**src/tap_map.svh**
```systemverilog
// Register map, field positions, reset values and timing counts for the throttle alert block
`ifndef TAP_MAP_SVH
`define TAP_MAP_SVH

// ----------------------------------------------------------------------------
// Register offsets and reset values
// ----------------------------------------------------------------------------
`define TAP_ADDR_THRESH_DEG 8'h37
`define TAP_ADDR_SRC_EN 8'h38
`define TAP_RST_THRESH_DEG 8'h4a
`define TAP_RST_SRC_EN 8'ha0

// ----------------------------------------------------------------------------
// Field positions
// ----------------------------------------------------------------------------
`define TAP_OCT_MSB 7
`define TAP_OCT_LSB 3
`define TAP_DEG_MSB 2
`define TAP_DEG_LSB 1
`define TAP_RATIO_BIT 0
`define TAP_EN_VIN 7
`define TAP_EN_CMP 6
`define TAP_EN_CRIT 5
`define TAP_EN_NOM 4
`define TAP_EN_DCHG 3
`define TAP_EN_VSYS 2
`define TAP_EN_BATT 1
`define TAP_EN_ADPT 0
`define TAP_OCT_CODE_LOW 5'h00
`define TAP_OCT_CODE_HIGH 5'h1f

// ----------------------------------------------------------------------------
// Timing: times in ns, cycle counts derived from the clock rate
// ----------------------------------------------------------------------------
`define TAP_CLK_MHZ 250
`define TAP_CRIT_DEG0_NS 14500
`define TAP_CRIT_DEG1_NS 111000
`define TAP_CRIT_DEG2_NS 443000
`define TAP_CRIT_DEG3_NS 873000
`define TAP_CRIT_DEG0_CYC ((`TAP_CRIT_DEG0_NS * `TAP_CLK_MHZ) / 1000)
`define TAP_CRIT_DEG1_CYC ((`TAP_CRIT_DEG1_NS * `TAP_CLK_MHZ) / 1000)
`define TAP_CRIT_DEG2_CYC ((`TAP_CRIT_DEG2_NS * `TAP_CLK_MHZ) / 1000)
`define TAP_CRIT_DEG3_CYC ((`TAP_CRIT_DEG3_NS * `TAP_CLK_MHZ) / 1000)
`define TAP_BATT_PULSE_NS 10000
`define TAP_BATT_PULSE_CYC ((`TAP_BATT_PULSE_NS * `TAP_CLK_MHZ) / 1000)
`define TAP_DEG_CNT_W 18
`define TAP_PULSE_CNT_W 12

`endif

```
**src/tap_pkg.sv**
```systemverilog
// Types shared by the throttle alert configuration block
package tap_pkg;

    // Threshold choice handed to the input-voltage alert comparator
    typedef enum logic [1:0] {
        TAP_VTH_FOLLOW,
        TAP_VTH_83PCT,
        TAP_VTH_91PCT
    } tap_vth_sel_e;

    typedef logic [7:0] tap_byte_t;

endpackage

```
**src/tap_if.sv**
```systemverilog
// Interfaces joining the alert top to its deglitch and pulse helpers
`timescale 1ns/1ps

// ----------------------------------------------------------------------------
// Critical-current deglitch link
// ----------------------------------------------------------------------------
interface tap_deg_if;
    logic raw;
    logic [1:0] sel;
    logic qual;
    modport top (output raw, output sel, input qual);
    modport deg (input raw, input sel, output qual);
endinterface

// ----------------------------------------------------------------------------
// Battery-removal one-shot link
// ----------------------------------------------------------------------------
interface tap_pulse_if;
    logic trig;
    logic pulse;
    modport top (output trig, input pulse);
    modport gen (input trig, output pulse);
endinterface

```
**src/tap_deglitch.sv**
```systemverilog
// Critical-current deglitch counter with selectable qualification time
`timescale 1ns/1ps
`include "tap_map.svh"

module tap_deglitch #(
    parameter int DEG0_CYC = `TAP_CRIT_DEG0_CYC,
    parameter int DEG1_CYC = `TAP_CRIT_DEG1_CYC,
    parameter int DEG2_CYC = `TAP_CRIT_DEG2_CYC,
    parameter int DEG3_CYC = `TAP_CRIT_DEG3_CYC
) (
    input wire logic core_clk,
    input wire logic rst_n,
    tap_deg_if.deg dg
);
    import tap_pkg::*;

    logic [`TAP_DEG_CNT_W-1:0] cnt_q;
    logic [`TAP_DEG_CNT_W-1:0] limit;
    logic qual_q;

    // Hold time chosen by the deglitch code
    always_comb begin
        case (dg.sel)
            2'h0: limit = `TAP_DEG_CNT_W'(DEG0_CYC);
            2'h1: limit = `TAP_DEG_CNT_W'(DEG1_CYC);
            2'h2: limit = `TAP_DEG_CNT_W'(DEG2_CYC);
            default: limit = `TAP_DEG_CNT_W'(DEG3_CYC);
        endcase
    end

    // Count while the raw condition holds; saturate so it never wraps
    always_ff @(posedge core_clk or negedge rst_n) begin
        if (!rst_n) begin
            cnt_q <= '0;
        end else if (!dg.raw) begin
            cnt_q <= '0;
        end else if (cnt_q < limit) begin
            cnt_q <= cnt_q + `TAP_DEG_CNT_W'(1);
        end
    end

    // Qualified once raw has held for the selected count of cycles
    always_ff @(posedge core_clk or negedge rst_n) begin
        if (!rst_n) begin
            qual_q <= 1'b0;
        end else begin
            qual_q <= dg.raw && (cnt_q >= limit - `TAP_DEG_CNT_W'(1));
        end
    end

    assign dg.qual = qual_q;
endmodule // tap_deglitch

```
**src/tap_pulse.sv**
```systemverilog
// One-shot pulse generator for the battery-removal alert source
`timescale 1ns/1ps
`include "tap_map.svh"

module tap_pulse (
    input wire logic core_clk,
    input wire logic rst_n,
    tap_pulse_if.gen pg
);
    import tap_pkg::*;

    localparam logic [`TAP_PULSE_CNT_W-1:0] PulseLast = `TAP_PULSE_CNT_W'(`TAP_BATT_PULSE_CYC - 1);

    logic trig_q;
    logic pulse_q;
    logic [`TAP_PULSE_CNT_W-1:0] cnt_q;

    // Edge of the trigger starts one pulse; a held trigger gives no second one
    always_ff @(posedge core_clk or negedge rst_n) begin
        if (!rst_n) begin
            trig_q <= 1'b0;
            pulse_q <= 1'b0;
            cnt_q <= '0;
        end else begin
            trig_q <= pg.trig;
            if (pg.trig && !trig_q && !pulse_q) begin
                pulse_q <= 1'b1;
                cnt_q <= '0;
            end else if (pulse_q) begin
                if (cnt_q == PulseLast) begin
                    pulse_q <= 1'b0;
                end
                cnt_q <= cnt_q + `TAP_PULSE_CNT_W'(1);
            end
        end
    end

    assign pg.pulse = pulse_q;
endmodule // tap_pulse

```
**src/tap_alert_cfg.sv**
```systemverilog
// Throttle alert profile registers and alert output logic
//
// Contract
// - Critical current deglitched by 2-bit time code
// - Ratio bit picks 83% or 91% threshold
// - Reduced enable clear: threshold follows voltage limit
// - Bit 7 enables input-voltage-limit alert source
// - Bit 6 enables compensation alert source
// - Bit 5 enables critical current alert source
// - Bit 4 enables nominal current alert source
// - Bit 3 enables discharge level-one alert source
// - Bit 2 enables low system voltage source
// - Battery removal gives one-shot alert pulse
// - Adapter removal pulls alert low when enabled
// - Register reset restores both registers' defaults
`timescale 1ns/1ps
`include "tap_map.svh"

module tap_alert_cfg #(
    parameter int CRIT_DEG1_CYC = `TAP_CRIT_DEG1_CYC,
    parameter int CRIT_DEG2_CYC = `TAP_CRIT_DEG2_CYC,
    parameter int CRIT_DEG3_CYC = `TAP_CRIT_DEG3_CYC
) (
    input wire logic core_clk,
    input wire logic rst_n,
    input wire logic [7:0] reg_addr,
    input wire tap_pkg::tap_byte_t reg_wdata,
    input wire logic reg_wr,
    input wire logic reg_rd,
    output tap_pkg::tap_byte_t reg_rdata,
    output logic reg_rvalid,
    input wire logic reg_reset_cmd,
    input wire logic reduced_vin_limit_enable,
    input wire logic vin_limit_cond,
    input wire logic comp_cond,
    input wire logic crit_current_raw,
    input wire logic nominal_current_cond,
    input wire logic discharge1_cond,
    input wire logic sys_voltage_cond,
    input wire logic battery_present,
    input wire logic adapter_present,
    output logic [4:0] secondary_overcurrent_threshold,
    output logic oct_code_out_of_range,
    output tap_pkg::tap_vth_sel_e vin_thresh_sel,
    output logic throttle_alert_n
);
    import tap_pkg::*;

    // ------------------------------------------------------------------------
    // Storage
    // ------------------------------------------------------------------------
    tap_byte_t thresh_deg_q;
    tap_byte_t src_en_q;
    tap_byte_t rdata_q;
    logic rvalid_q;
    logic [4:0] oct_q;
    logic oct_bad_q;
    tap_vth_sel_e vth_q;
    logic alert_n_q;
    logic [7:0] src_cond;
    logic [7:0] src_active;
    logic wr_thresh;
    logic wr_src;

    tap_deg_if deg_bus ();
    tap_pulse_if pulse_bus ();

    assign wr_thresh = reg_wr && (reg_addr == `TAP_ADDR_THRESH_DEG);
    assign wr_src = reg_wr && (reg_addr == `TAP_ADDR_SRC_EN);

    // ------------------------------------------------------------------------
    // Register file
    // ------------------------------------------------------------------------

    // Threshold/deglitch/ratio register; reset command beats a same-cycle write
    always_ff @(posedge core_clk or negedge rst_n) begin
        if (!rst_n) begin
            thresh_deg_q <= `TAP_RST_THRESH_DEG;
        end else if (reg_reset_cmd) begin
            thresh_deg_q <= `TAP_RST_THRESH_DEG;
        end else if (wr_thresh) begin
            thresh_deg_q <= reg_wdata;
        end
    end

    // Source enable register
    always_ff @(posedge core_clk or negedge rst_n) begin
        if (!rst_n) begin
            src_en_q <= `TAP_RST_SRC_EN;
        end else if (reg_reset_cmd) begin
            src_en_q <= `TAP_RST_SRC_EN;
        end else if (wr_src) begin
            src_en_q <= reg_wdata;
        end
    end

    // Read port: one cycle latency, unmapped offsets read zero
    always_ff @(posedge core_clk or negedge rst_n) begin
        if (!rst_n) begin
            rdata_q <= '0;
            rvalid_q <= 1'b0;
        end else begin
            rvalid_q <= reg_rd;
            if (reg_rd) begin
                case (reg_addr)
                    `TAP_ADDR_THRESH_DEG: rdata_q <= thresh_deg_q;
                    `TAP_ADDR_SRC_EN: rdata_q <= src_en_q;
                    default: rdata_q <= '0;
                endcase
            end
        end
    end

    assign reg_rdata = rdata_q;
    assign reg_rvalid = rvalid_q;

    // ------------------------------------------------------------------------
    // Configuration outputs to the analog side
    // ------------------------------------------------------------------------

    // Threshold code and its range flag; an out-of-range code is passed on
    // unchanged, since clamping would hide a host mistake from the comparator
    always_ff @(posedge core_clk or negedge rst_n) begin
        if (!rst_n) begin
            oct_q <= 5'(`TAP_RST_THRESH_DEG >> `TAP_OCT_LSB);
            oct_bad_q <= 1'b0;
        end else begin
            oct_q <= thresh_deg_q[`TAP_OCT_MSB:`TAP_OCT_LSB];
            oct_bad_q <= (thresh_deg_q[`TAP_OCT_MSB:`TAP_OCT_LSB] == `TAP_OCT_CODE_LOW) ||
                         (thresh_deg_q[`TAP_OCT_MSB:`TAP_OCT_LSB] == `TAP_OCT_CODE_HIGH);
        end
    end

    // Comparator threshold choice
    always_ff @(posedge core_clk or negedge rst_n) begin
        if (!rst_n) begin
            vth_q <= TAP_VTH_FOLLOW;
        end else if (!reduced_vin_limit_enable) begin
            vth_q <= TAP_VTH_FOLLOW;
        end else if (thresh_deg_q[`TAP_RATIO_BIT]) begin
            vth_q <= TAP_VTH_91PCT;
        end else begin
            vth_q <= TAP_VTH_83PCT;
        end
    end

    assign secondary_overcurrent_threshold = oct_q;
    assign oct_code_out_of_range = oct_bad_q;
    assign vin_thresh_sel = vth_q;

    // ------------------------------------------------------------------------
    // Alert sources
    // ------------------------------------------------------------------------

    // Critical current goes through the deglitch before it may alert
    assign deg_bus.raw = crit_current_raw;
    assign deg_bus.sel = thresh_deg_q[`TAP_DEG_MSB:`TAP_DEG_LSB];

    tap_deglitch #(
        .DEG0_CYC(`TAP_CRIT_DEG0_CYC),
        .DEG1_CYC(CRIT_DEG1_CYC),
        .DEG2_CYC(CRIT_DEG2_CYC),
        .DEG3_CYC(CRIT_DEG3_CYC)
    ) u_deglitch (
        .core_clk(core_clk),
        .rst_n(rst_n),
        .dg(deg_bus)
    );

    // Battery removal only while enabled; enabling with the battery already
    // out also fires, as the trigger rises then
    assign pulse_bus.trig = src_en_q[`TAP_EN_BATT] && !battery_present;

    tap_pulse u_pulse (
        .core_clk(core_clk),
        .rst_n(rst_n),
        .pg(pulse_bus)
    );

    // Condition vector laid out like the enable register
    assign src_cond = {vin_limit_cond, comp_cond, deg_bus.qual, nominal_current_cond,
                       discharge1_cond, sys_voltage_cond, pulse_bus.pulse,
                       !adapter_present};

    // Per-bit gating of each source by its enable
    genvar gi;
    generate
        for (gi = 0; gi < 8; gi++) begin : g_src
            assign src_active[gi] = src_en_q[gi] && src_cond[gi];
        end
    endgenerate

    // Active-low alert, registered so the pin never glitches
    always_ff @(posedge core_clk or negedge rst_n) begin
        if (!rst_n) begin
            alert_n_q <= 1'b1;
        end else begin
            alert_n_q <= ~(|src_active);
        end
    end

    assign throttle_alert_n = alert_n_q;
endmodule // tap_alert_cfg

```
**config.mk**
```make
export PLATFORM = sky130hd
export DESIGN_NAME = tap_alert_cfg
export DESIGN_NICKNAME = d
export VERILOG_FILES = /design/src/tap_pkg.sv /design/src/tap_if.sv /design/src/tap_deglitch.sv /design/src/tap_pulse.sv /design/src/tap_alert_cfg.sv
export VERILOG_INCLUDE_DIRS = /design/src /design/src/src
export SDC_FILE = /design/constraint.sdc
export NUM_CORES = 1
export LEC_CHECK = 0
export BUFFER_PORTS_ARGS = -buffer_cell sky130_fd_sc_hd__clkbuf_2
export CAP_MARGIN = 40
export CORE_MARGIN = 3
export CORE_UTILIZATION = 62
export CTS_CLUSTER_SIZE = 8
export DETAILED_ROUTE_END_ITERATION = 6
export PLACE_DENSITY = 0.92
export SLEW_MARGIN = 20
export SYNTH_ARGS = -nofsm -noshare
export SYNTH_HDL_FRONTEND = slang
export SYNTH_HIERARCHICAL = 1
export SYNTH_SLANG_ARGS = --single-unit
export TNS_END_PERCENT = 10
```
**constraint.sdc**
```tcl
create_clock -name core_clk -period 6.1 [get_ports core_clk]
set_input_delay 1.525 -clock core_clk [delete_from_list [all_inputs] [get_ports core_clk]]
set_output_delay 1.525 -clock core_clk [all_outputs]
set_load 0.05 [all_outputs]
```
==> impl_metrics.env <==
export IMPL_synth_cell_type_count=54
export IMPL_p_comb_frac=0.062
export IMPL_clk_pin_slew_ns=0.08
export IMPL_cp_start_kind="register"
export IMPL_ant_nets=0
export IMPL_synth_edff_count=0
export IMPL_detail_route_wl_per_cell_um=17.4
export IMPL_final_setup_worst_slack_ns=2.99
export IMPL_dpl_hpwl_um=6560
export IMPL_stdcell_area_um2=4600
export IMPL_p_clk_frac=0.451
export IMPL_hold_path_class="register to register"
export IMPL_yosysWarnings=6
export IMPL_fin_setup_tns_ns=0
export IMPL_r2r_end="u_deglitch/cnt_q[16]"
export IMPL_syn_inst=405
export IMPL_pwr_share_seq=0.487
export IMPL_holdPathStages=0
export IMPL_arrival_ns=3.38
export IMPL_vias=3313
export IMPL_ctsHoldBuffers=0
export IMPL_p_leak_nw=2.21
export IMPL_cp_max_fo=18
export IMPL_ys_ff_latch=67
export IMPL_min_period_ns=3.11
export IMPL_multi_input_area_um2=2220
export IMPL_syn_nets=475
export IMPL_synth_top_cell_area_share=0.359
export IMPL_cts_sinks=67
export IMPL_dieArea_um2=7660
export IMPL_peakVddDrop_mv=0.230
export IMPL_mostFrequentLayoutCells="59 x dfrtp_1, 46 x clkbuf_2, 40 x ha_1"
export IMPL_place_congestion=0.867
export IMPL_postCtsSetupRepairBufs=0
export IMPL_die_h_um=87.5
export IMPL_power_density_nw_per_um2=201
export IMPL_switching_share=0.242
export IMPL_fillers=424
export IMPL_row_count=29
export IMPL_cts_tree="yes"
export IMPL_cts_max_level=3
export IMPL_placed_cell_area_um2=4350
export IMPL_finalSetupViolCount=0
export IMPL_num_antenna_cells=0
export IMPL_fmax_mhz=322
export IMPL_synth_flop_cell="dfrtp_1"
export IMPL_critPathCaptureType="register"
export IMPL_grt_pass1_wl_um=15300
export IMPL_cap_violations=0
export IMPL_min_from="thresh_deg_q[3]"
export IMPL_grt_ovfl_total=0
export IMPL_ff2ff_setup_slack_ns=2.99
export IMPL_synth_area_um2=4120
export IMPL_ioPinCount=48
export IMPL_viasPerCell=6.24
export IMPL_grt_pass1_vias=3337
export IMPL_drc=0
export IMPL_cts_resized=0
export IMPL_drt_wl_total_um=9240
export IMPL_ctsRootBufferMaster="clkbuf_8"
export IMPL_place_ws_ns=3.07
export IMPL_synth_top_area_cell="dfrtp_1"
export IMPL_drive_gt1_frac=0.187
export IMPL_stdcell_count=531
export IMPL_drv_slew=0
export IMPL_skew_ns=0.00759
export IMPL_antenna_found_initial=0
export IMPL_firstDrtPassIters=5
export IMPL_seq_area_frac_synth=0.410
export IMPL_grtUsageTotal=0.255
export IMPL_rsz0062_at_grt="false"
export IMPL_final_common_cell="dfrtp_1"
export IMPL_crit_reg2reg_launch="thresh_deg_q[2]"
export IMPL_worst_ep_required_time_ns=6.37
export IMPL_die_width_um=87.5
export IMPL_synth_async_sr_flop_share=1.00
export IMPL_worstRegToRegCells=10
export IMPL_power_switching_w=0.000224
export IMPL_layout_nets=519
export IMPL_synthTopCellsByArea="dfrtp_1 36%, ha_1 12%, mux2i_1 7.3%"
export IMPL_syn_avg_cell_area_um2=10.2
export IMPL_maxSlewHeadroom=0.577
export IMPL_worstHoldEndpoint="secondary_overcurrent_threshold[0]"
export IMPL_min_period_over_period=0.510
export IMPL_worstMarginPinSlew_ns=0.635
export IMPL_hold_viol=0
export IMPL_port_buffers=47
export IMPL_cts_buffers=9
export IMPL_coreArea_um2=6390
export IMPL_cts_max_path_buffers=2
export IMPL_dp_cells=514
export IMPL_drt_initial_drc_count=249
export IMPL_grt_max_degree=68
export IMPL_internal_power_w=0.000702
export IMPL_area_growth_pct=11.8
export IMPL_register_area_um2=1690
export IMPL_start_util=0.645
export IMPL_status="complete, no violations"
export IMPL_clock_latency_ns=0.35
export IMPL_worstSetupPathType="register to register"
-- through the flow --
stage               hold slack [ns]  utilization  total power [W]
detailed placement            0.387        0.682         0.000515
global placement              0.383        0.682         0.000512
CTS                           0.399        0.716         0.000928
finish                        0.399        0.721         0.000926
global route                  0.405        0.721         0.000955
floorplan                     0.370            -         0.000488
-- area by class of cell --
| type | count | share of cell area |
|---|---|---|
| multi-input cells | 294 | 0.483 |
| flip-flops and latches | 67 | 0.366 |
| repair buffers | 49 | 0.0587 |
| clock buffers | 9 | 0.0269 |
| inverters | 28 | 0.0228 |
| clock inverters | 7 | 0.0215 |
| well taps | 77 | 0.0209 |
-- worst max-delay path by stage --
stage                     slack, ns              endpoint       startpoint  depth (start not counted)
after floorplan                3.45   u_deglitch/cnt_q[6]  thresh_deg_q[1]                         12
after global placement         3.17   u_deglitch/cnt_q[3]  thresh_deg_q[2]                          9
after detailed placement       3.07   u_deglitch/cnt_q[3]  thresh_deg_q[2]                          9
after CTS                      3.04   u_deglitch/cnt_q[6]  thresh_deg_q[2]                         10
after global routing           2.77   u_deglitch/cnt_q[6]  thresh_deg_q[2]                         10
final                          2.99  u_deglitch/cnt_q[16]  thresh_deg_q[2]                         10
-- state kept, by name, indices dropped and copies added (netlist names), 2 cells and up --
name and flops:
reg_rdata 8, secondary_overcurrent_threshold 5, u_pulse/cnt_q 12, thresh_deg_q 8, u_deglitch/cnt_q 18, src_en_q 8, vin_thresh_sel 2
-- cell families after synthesis --
group	count (synthesis)	share of synthesized area
buffers and inverters	44	0.0507
AOI/OAI and AO/OA	77	0.133
muxes	30	0.0729
DFF	67	0.410
and+or+nand+nor	146	0.211
other	1	0.000911
adders and majority gates	40	0.122
-- per-layer routing --
metal	vias up	GRT usage	part of all wire
met2	118	0.426	0.49
met3	30	0.0464	0.052
li1	1562	-	-
met1	1603	0.322	0.43
met5	-	0	0
met4	0	0.116	0.026
-- synthesized netlist by cell type (8+ instances only) --
| cell | n |
|---|---|
| nand3_1 | 17 |
| ha_1 | 40 |
| nand2_1 | 35 |
| o21ai_0 | 11 |
| nand2b_1 | 36 |
| dfrtp_1 | 59 |
| a21oi_1 | 12 |
| mux2i_1 | 30 |
| nor2_1 | 13 |
| inv_1 | 28 |
| dfstp_2 | 8 |
| a22oi_1 | 10 |
| o22ai_1 | 8 |
-- power by group through the flow --
stage	clock [W]	sequential, W	combinational, W
after floorplan	0	0.000463	0.0000246
after global placement	0	0.000460	0.0000525
after detailed placement	0	0.000460	0.0000546
after CTS	0.000422	0.000451	0.0000552
after global routing	0.000440	0.000452	0.0000631
final	0.000418	0.000452	0.0000570
-- critical path, stage by stage (launching register included) --
cell and delay, ns:
dfrtp_1 0.55, inv_1 0.23, ha_1 0.28, nor2_1 0.11, ha_1 0.23, and4_4 0.15, nor3b_2 0.18, nor2b_1 0.15
a41o_1 0.42, nor4_1 0.49, mux2i_1 0.24
Note: power is estimated with default switching activity, not from simulation.
